### src/logic/ats_pkg.sv
// constants, encodings and state type of the analyzer trigger-mode select block
// assumes one 25 MHz clock; the host drives configuration as plain ports
//
// Functional notes
// comparator-only mode triggers when the global comparator function holds
// sequencer-only mode triggers only on the sequencer program's trigger
// external-only mode triggers on a low-to-high change of the external input
// the combined modes OR the external edge with the comparator or sequencer trigger
// comparator triggering acts only in comparator-only or comparator-or-external mode
// the comparator condition is one global AND, OR, NAND or NOR over participants
// always-capture or comparator-qualified capture decides which samples are stored
// the trigger may sit at any sample index of the capture window
// window count and window depth are set by the host before capture is armed
// trigger status and capture-complete status are visible to the host
// the host never triggers on probes built partly from constant bits
// the external input is sampled on the capture clock and edged against its last sample
package ats_pkg;

  // ==========================================================
  // geometry
  localparam int PROBE_COUNT  = 4;
  localparam int PROBE_WIDTH  = 8;
  localparam int SAMPLE_WIDTH = PROBE_COUNT * PROBE_WIDTH;
  localparam int MEM_DEPTH    = 64;
  localparam int ADDR_W       = 6;
  localparam int CNT_W        = ADDR_W + 1;
  localparam int WIN_W        = 4;

  // ==========================================================
  // trigger modes
  localparam logic [2:0] MODE_COMP     = 3'h0;
  localparam logic [2:0] MODE_SEQ      = 3'h1;
  localparam logic [2:0] MODE_EXT      = 3'h2;
  localparam logic [2:0] MODE_COMP_EXT = 3'h3;
  localparam logic [2:0] MODE_SEQ_EXT  = 3'h4;

  // ==========================================================
  // global comparator functions
  localparam logic [1:0] COND_AND  = 2'h0;
  localparam logic [1:0] COND_OR   = 2'h1;
  localparam logic [1:0] COND_NAND = 2'h2;
  localparam logic [1:0] COND_NOR  = 2'h3;

  // ==========================================================
  // reset values
  localparam logic [2:0]       RST_MODE  = MODE_COMP;
  localparam logic [WIN_W-1:0] RST_WINS  = 4'h1;
  localparam logic [CNT_W-1:0] RST_DEPTH = 7'h40;

  typedef enum logic [3:0] {
    ST_IDLE  = 4'h1,
    ST_ARMED = 4'h2,
    ST_POST  = 4'h4,
    ST_DONE  = 4'h8
  } ats_state_type;

endpackage

### src/logic/ats_trig_if.sv
// signals between the capture core and the trigger selector
// assumes both ends sit on the same clock
`timescale 1ns/1ps
interface ats_trig_if;
  import ats_pkg::*;

  logic [2:0]             mode;
  logic [1:0]             cond;
  logic [PROBE_COUNT-1:0] compHit;
  logic [PROBE_COUNT-1:0] participate;
  logic                   seqTrig;
  logic                   extEdge;
  logic                   compCond;
  logic                   trigger;

  modport sel  (input mode, cond, compHit, participate, seqTrig, extEdge,
                output compCond, trigger);
  modport core (output mode, cond, compHit, participate, seqTrig, extEdge,
                input compCond, trigger);
endinterface

### src/logic/ats_analyzer.sv
// capture core: probe comparators, windowed capture buffer, trigger status
// assumes probes and sequencer trigger are on clk; the external trigger is a pin
`timescale 1ns/1ps
module ats_analyzer
  import ats_pkg::*;
(
  input  wire logic                    clk,
  input  wire logic                    rstn,
  input  wire logic [SAMPLE_WIDTH-1:0] probeData,
  input  wire logic                    seqTrigger,
  input  wire logic                    externalTriggerInput,
  input  wire logic [2:0]              trigMode,
  input  wire logic [1:0]              trigCondition,
  input  wire logic [PROBE_COUNT-1:0]  probeParticipate,
  input  wire logic [SAMPLE_WIDTH-1:0] probeCompareValue,
  input  wire logic [SAMPLE_WIDTH-1:0] probeCompareMask,
  input  wire logic                    captureQualified,
  input  wire logic [WIN_W-1:0]        windowCount,
  input  wire logic [CNT_W-1:0]        windowDepth,
  input  wire logic [ADDR_W-1:0]       triggerPosition,
  input  wire logic                    arm,
  input  wire logic [ADDR_W-1:0]       readIndex,
  output logic [SAMPLE_WIDTH-1:0]      readData_q,
  output logic                         triggered_q,
  output logic                         captureDone_q,
  output logic                         captureBusy_q,
  output logic [WIN_W-1:0]             windowsDone_q,
  output logic [ADDR_W-1:0]            triggerIndex_q
);

  // ==========================================================
  // declarations
  ats_state_type          state_q;
  logic [2:0]             mode_q;
  logic [1:0]             cond_q;
  logic                   qualified_q;
  logic [WIN_W-1:0]       numWin_q;
  logic [CNT_W-1:0]       depth_q;
  logic [CNT_W-1:0]       trigPos_q;
  logic [WIN_W-1:0]       winIdx_q;
  logic [ADDR_W-1:0]      winBase_q;
  logic [CNT_W-1:0]       wrPtr_q;
  logic [CNT_W-1:0]       preCount_q;
  logic [CNT_W-1:0]       postLeft_q;
  logic                   extSync1_q;
  logic                   extSync2_q;
  logic                   extPrev_q;
  logic [PROBE_COUNT-1:0] hit;
  logic                   sampleEn;
  logic                   preReady;
  logic                   accept;
  logic                   memWrite;
  logic                   windowEnd;
  logic [ADDR_W-1:0]      wrAddr;
  logic [SAMPLE_WIDTH-1:0] mem [MEM_DEPTH];

  ats_trig_if trigBus ();

  ats_trigger_select u_select (
    .bus (trigBus.sel)
  );

  // ==========================================================
  // external trigger synchroniser and edge
  always_ff @(posedge clk or negedge rstn)
  begin
    if (!rstn)
    begin
      // reset high: a pin that idles high must not look like a rise after reset
      extSync1_q <= 1'b1;
      extSync2_q <= 1'b1;
      extPrev_q  <= 1'b1;
    end
    else
    begin
      extSync1_q <= externalTriggerInput;
      extSync2_q <= extSync1_q;
      extPrev_q  <= extSync2_q;
    end
  end

  // ==========================================================
  // probe comparators
  genvar p;
  generate
    for (p = 0; p < PROBE_COUNT; p++)
    begin : g_cmp
      assign hit[p] = ((probeData[p*PROBE_WIDTH +: PROBE_WIDTH]
                        ^ probeCompareValue[p*PROBE_WIDTH +: PROBE_WIDTH])
                       & probeCompareMask[p*PROBE_WIDTH +: PROBE_WIDTH]) == '0;
    end
  endgenerate

  assign trigBus.mode        = mode_q;
  assign trigBus.cond        = cond_q;
  assign trigBus.compHit     = hit;
  assign trigBus.participate = probeParticipate;
  assign trigBus.seqTrig     = seqTrigger;
  assign trigBus.extEdge     = extSync2_q & ~extPrev_q;

  // ==========================================================
  // capture control
  // the trigger sample is always stored, even when qualification would drop it
  assign sampleEn  = ~qualified_q | trigBus.compCond;
  assign preReady  = preCount_q >= trigPos_q;
  assign accept    = (state_q == ST_ARMED) && preReady && trigBus.trigger;
  assign memWrite  = ((state_q == ST_ARMED) && (sampleEn || accept))
                     || ((state_q == ST_POST) && sampleEn);
  assign windowEnd = (accept && (postLeft_q == '0) && (trigPos_q == depth_q - 7'h01))
                     || ((state_q == ST_POST) && sampleEn && (postLeft_q == 7'h01));
  assign wrAddr    = ADDR_W'(winBase_q + wrPtr_q[ADDR_W-1:0]);

  // configuration latched only while idle or done
  always_ff @(posedge clk or negedge rstn)
  begin
    if (!rstn)
    begin
      mode_q      <= RST_MODE;
      cond_q      <= COND_AND;
      qualified_q <= 1'b0;
      numWin_q    <= RST_WINS;
      depth_q     <= RST_DEPTH;
      trigPos_q   <= '0;
    end
    else if (arm && ((state_q == ST_IDLE) || (state_q == ST_DONE)))
    begin
      mode_q      <= trigMode;
      cond_q      <= trigCondition;
      qualified_q <= captureQualified;
      numWin_q    <= windowCount;
      depth_q     <= windowDepth;
      trigPos_q   <= {1'b0, triggerPosition};
    end
  end

  always_ff @(posedge clk or negedge rstn)
  begin
    if (!rstn)
    begin
      state_q    <= ST_IDLE;
      winIdx_q   <= '0;
      winBase_q  <= '0;
      wrPtr_q    <= '0;
      preCount_q <= '0;
      postLeft_q <= '0;
    end
    else
    begin
      case (state_q)
        ST_IDLE, ST_DONE:
          if (arm)
          begin
            state_q    <= ST_ARMED;
            winIdx_q   <= '0;
            winBase_q  <= '0;
            wrPtr_q    <= '0;
            preCount_q <= '0;
          end
        ST_ARMED, ST_POST:
        begin
          if (memWrite)
            wrPtr_q <= (wrPtr_q == depth_q - 7'h01) ? '0 : wrPtr_q + 7'h01;
          if ((state_q == ST_ARMED) && sampleEn && !preReady)
            preCount_q <= preCount_q + 7'h01;
          if (accept)
          begin
            state_q    <= ST_POST;
            postLeft_q <= depth_q - trigPos_q - 7'h01;
          end
          else if ((state_q == ST_POST) && sampleEn)
            postLeft_q <= postLeft_q - 7'h01;
          if (windowEnd)
          begin
            wrPtr_q    <= '0;
            preCount_q <= '0;
            if (winIdx_q == numWin_q - 4'h1)
              state_q <= ST_DONE;
            else
            begin
              state_q   <= ST_ARMED;
              winIdx_q  <= winIdx_q + 4'h1;
              winBase_q <= ADDR_W'(winBase_q + depth_q[ADDR_W-1:0]);
            end
          end
        end
        default:
          state_q <= ST_IDLE;
      endcase
    end
  end

  // ==========================================================
  // status
  always_ff @(posedge clk or negedge rstn)
  begin
    if (!rstn)
    begin
      triggered_q    <= 1'b0;
      captureDone_q  <= 1'b0;
      captureBusy_q  <= 1'b0;
      windowsDone_q  <= '0;
      triggerIndex_q <= '0;
    end
    else if (arm && ((state_q == ST_IDLE) || (state_q == ST_DONE)))
    begin
      triggered_q   <= 1'b0;
      captureDone_q <= 1'b0;
      captureBusy_q <= 1'b1;
      windowsDone_q <= '0;
    end
    else
    begin
      if (accept)
      begin
        triggered_q    <= 1'b1;
        triggerIndex_q <= wrAddr;
      end
      if (windowEnd)
      begin
        windowsDone_q <= windowsDone_q + 4'h1;
        if (winIdx_q == numWin_q - 4'h1)
        begin
          captureDone_q <= 1'b1;
          captureBusy_q <= 1'b0;
        end
      end
    end
  end

  // ==========================================================
  // buffer, written by index, read one cycle late
  always_ff @(posedge clk)
  begin
    if (memWrite)
      mem[wrAddr] <= probeData;
  end

  always_ff @(posedge clk or negedge rstn)
  begin
    if (!rstn)
      readData_q <= '0;
    else
      readData_q <= mem[readIndex];
  end
endmodule // ats_analyzer

### src/logic/ats_trigger_select.sv
// trigger selector: global comparator function and mode multiplexing
// assumes comparator hits and edge are valid in the same cycle
`timescale 1ns/1ps
module ats_trigger_select
  import ats_pkg::*;
(
  ats_trig_if.sel bus
);

  // ==========================================================
  // global comparator function
  // non-participants are neutral so they never decide the result
  logic allTrue;
  logic anyTrue;
  logic compFn;
  logic compActive;

  always_comb
  begin
    allTrue = &(bus.compHit | ~bus.participate);
    anyTrue = |(bus.compHit & bus.participate);
    case (bus.cond)
      COND_AND:  compFn = allTrue;
      COND_OR:   compFn = anyTrue;
      COND_NAND: compFn = ~allTrue;
      default:   compFn = ~anyTrue;
    endcase
  end

  assign bus.compCond = compFn;
  assign compActive = (bus.mode == MODE_COMP) || (bus.mode == MODE_COMP_EXT);

  // ==========================================================
  // mode select
  always_comb
  begin
    case (bus.mode)
      MODE_COMP:     bus.trigger = compFn;
      MODE_SEQ:      bus.trigger = bus.seqTrig;
      MODE_EXT:      bus.trigger = bus.extEdge;
      MODE_COMP_EXT: bus.trigger = (compFn & compActive) | bus.extEdge;
      MODE_SEQ_EXT:  bus.trigger = bus.seqTrig | bus.extEdge;
      default:       bus.trigger = 1'b0;
    endcase
  end

endmodule // ats_trigger_select

### config.mk
export PLATFORM = sky130hd
export DESIGN_NAME = ats_analyzer
export DESIGN_NICKNAME = d
export VERILOG_FILES = /design/src/logic/ats_pkg.sv /design/src/logic/ats_trig_if.sv /design/src/logic/ats_analyzer.sv /design/src/logic/ats_trigger_select.sv
export SDC_FILE = /design/constraint.sdc
export NUM_CORES = 2
export LEC_CHECK = 0
export BUFFER_PORTS_ARGS = -buffer_cell sky130_fd_sc_hd__clkbuf_2
export CAP_MARGIN = 15
export CORE_MARGIN = 2
export CORE_UTILIZATION = 30
export DETAILED_ROUTE_END_ITERATION = 10
export SYNTH_ARGS = -nofsm -noshare
export SYNTH_HDL_FRONTEND = slang
export SYNTH_SLANG_ARGS = --single-unit
### constraint.sdc
create_clock -name clk -period 5.28 [get_ports clk]
set_clock_uncertainty 0.1 [all_clocks]
set_input_delay 0.264 -clock clk [delete_from_list [all_inputs] [get_ports clk]]
set_output_delay 0.264 -clock clk [all_outputs]
set_load 0.1 [all_outputs]
==> impl_metrics.json <==
{
  "dr_wl_met2_microns": 104000,
  "drt_iter0_markers": 4973,
  "cts_setup_buffers": 0,
  "grt-ovfl-total": 0,
  "io_pins": 179,
  "avgSynthCellArea_sq_um": 23.4,
  "clkTransAtPathRegs_ns": 0.06,
  "dr.pass1.iters": 6,
  "die_w_microns": 531,
  "cp-end-kind": "register",
  "multi_input_area_sq_mm": 0.0190,
  "postSynthNetCount": 3739,
  "fin_nets": 4238,
  "synth_area_leaders": "edfxtp_1 74%, mux4_2 18%, dfrtp_1 3.0%",
  "finalCritPeriodShare_pct": 82.8,
  "ys_ff_latch": 2154,
  "port_buffers": 178,
  "crit_required_ns": 5.71,
  "holdBufCountCts": 62,
  "status": "finished clean",
  "grtUsageTotal_pct": 15.5,
  "ys.flop_type": "edfxtp_1",
  "layout_commonest_cell": "edfxtp_1",
  "met1_length_microns": 95100,
  "postSynthCellCount": 3572,
  "coreArea_sq_mm": 0.276,
  "synth-seq-area-share_pct": 76.9,
  "synth-edff-count": 2048,
  "ant_nets": 0,
  "drv_slew": 0,
  "worst_ep_arrival_time_ns": 4.80,
  "max_slew_margin_pct": 29.5,
  "fillers": 25000,
  "wire_per_inst_microns": 27.8,
  "dieArea_sq_mm": 0.282,
  "p_leak_nw": 31.3,
  "rsz0062_at_grt": "no",
  "cts_max_path_buffers": 3,
  "hold_class": "in2reg",
  "insertion_delay_ns": 0.87,
  "yosysWarnings": 0,
  "grt_pass1_wl_microns": 313000,
  "fin_crit_ns": 4.37,
  "place_congestion": 0.847,
  "worstMarginPinSlew_ns": 1.05,
  "route.top_layer_used": "met5",
  "hold_ws_ns": 0.0464,
  "rows": 193,
  "wl_met3_microns": 17600,
  "initial_utilization_pct": 30.2,
  "grt_pass1_vias": 40000,
  "htreeDepth": 4,
  "power.density_mw_per_mm2": 394,
  "area_delta_synth_final_pct": 18.8,
  "cts.sinks": 2154,
  "synth_top_area_share_pct": 73.7,
  "ff_latch_area_sq_mm": 0.0642,
  "setup_violations": 0,
  "grt_max_degree": 70,
  "crit_type": "in2reg",
  "stdcell_count": 7973,
  "placedCellCount": 7501,
  "cts_resized": 0,
  "drc_errors": 0,
  "dpl.hpwl_microns": 146000,
  "cts_buffers": 211,
  "vdd_drop_max_mv": 0.291,
  "final_cell_mix": "2048 x edfxtp_1, 665 x mux4_2, 211 x clkbuf_16",
  "cts_root_buffer": "clkbuf_16",
  "via_count": 39700,
  "die_h_microns": 531,
  "drive_above_1_share_pct": 34.4,
  "max_cap_violations": 0,
  "fin_tns_setup_ns": 0,
  "post_drt_via_cell_ratio": 4.98,
  "synth_area_sq_mm": 0.0834,
  "routed_wl_microns": 222000,
  "fmax_mhz": 229,
  "async_flop_share_pct": 4.92,
  "start_kind": "input port",
  "crit_fanout": 27,
  "antenna_found_initial": 30,
  "yosys.area.top_type": "edfxtp_1",
  "hold_viol": 0,
  "cts_tree": "done",
  "synth.distinct_cells": 62
}
## routing by layer
metal	global-route usage [%]	vias to the layer above
li1	-	16200
met5	0	-
met3	2.97	238
met2	24.0	1716
met4	4.02	2
met1	22.4	21500
## critical path: stages
cell and delay [ns]:
dlygate4sd3_1 0.53, clkbuf_2 0.10, buf_4 0.36, xor2_1 0.12
a22oi_1 0.27, nand4_1 0.42, a22oi_2 0.37, a31oi_1 0.15
or4_1 0.58, o32a_1 0.33, nor2b_1 0.28, nand3_1 0.11
buf_4 0.30, nor2_4 0.26, buf_12 0.24
## power by group
group          switching, mW  internal (mW)  total [mW]
Sequential             0.268           19.1        19.4
Combinational           2.83           1.46        4.29
Clock                   6.58           8.80        15.4
Total                   9.68           29.4        39.0
## kinds of logic (layout without fill, tap and decap cells)
family / after synthesis / after routing / synth area share (%)
adder cells (fa/ha/maj): 33 / 33 / 0.522
other: 0 / 21 / 0
buffers and inverters: 193 / 868 / 0.894
AO/OA/AOI/OAI: 127 / 127 / 0.991
XOR/XNOR: 80 / 80 / 0.840
flip-flops: 2154 / 2154 / 76.9
AND/OR/NAND/NOR: 292 / 292 / 1.55
multiplexers: 693 / 693 / 18.3
## stage by stage
step                      util [%]  cell area (sq um)  setup slack [ns]  total power, mW
after floorplan                  -              83400             0.952             22.1
final                         35.9              99200             0.908             39.0
after detailed placement      33.0              91400             0.544             24.0
after global placement        33.0              91300            0.0552             23.9
after global routing          35.9              99100             0.639             40.3
after CTS                     35.8              99100             0.900             39.4
## worst paths after layout
check | startpoint | endpoint | slack (ns) | cells past startpoint
max | probeData[2] | mem[59][4] | 0.91 | 15
min | probeData[9] | mem[12][9] | 0.05 | 2
max reg2reg | trigPos_q[1] | mem[59][4] | 1.22 | 13
min reg2reg | extSync1_q | extSync2_q | 0.26 | 0
max in group asynchronous | rstn | readData_q[22] | 3.89 | 4
min in group asynchronous | rstn | depth_q[6] | 0.52 | 3
## registers in the layout, indices dropped and copies added, names as in the netlist, 4 cells and up
| signal | count |
|---|---|
| depth_q | 7 |
| mem | 2048 |
| numWin_q | 4 |
| postLeft_q | 7 |
| preCount_q | 7 |
| readData_q | 32 |
| state_q | 4 |
| trigPos_q | 6 |
| triggerIndex_q | 6 |
| winBase_q | 6 |
| winIdx_q | 4 |
| windowsDone_q | 4 |
| wrPtr_q | 7 |
## area by class of cell
type,count,share of cell area (%)
antenna,21,0.0530
clock buffer,241,5.44
clock inverter,148,1.73
inverter,28,0.106
multi-input combinational,1225,19.2
sequential,2154,64.7
tap,3705,4.68
timing repair buffer,451,4.11
## Yosys cell counts (3+ instances only)
cell type / instances
nand2b_1: 3
o21a_1: 3
nor3_1: 7
nor2b_1: 7
nor3b_1: 3
dfstp_2: 6
a21oi_1: 25
or4_1: 4
nand3_1: 16
o22ai_1: 5
buf_2: 7
xnor2_1: 29
o21ai_0: 34
dfrtp_1: 100
nor4_1: 5
ha_1: 30
o21bai_1: 3
or3_1: 4
buf_1: 54
a22oi_1: 16
nor2_1: 103
o311ai_0: 3
mux2i_1: 13
nand2_1: 112
and2_1: 4
a22o_1: 5
nand4_1: 10
xor2_1: 51
mux2_2: 15
a31oi_1: 5
clkbuf_1: 101
or2_2: 3
edfxtp_1: 2048
fa_1: 3
o31ai_1: 7
mux4_2: 665
inv_1: 28
a21o_1: 9
No activity file was read; power rests on OpenSTA's default activity.
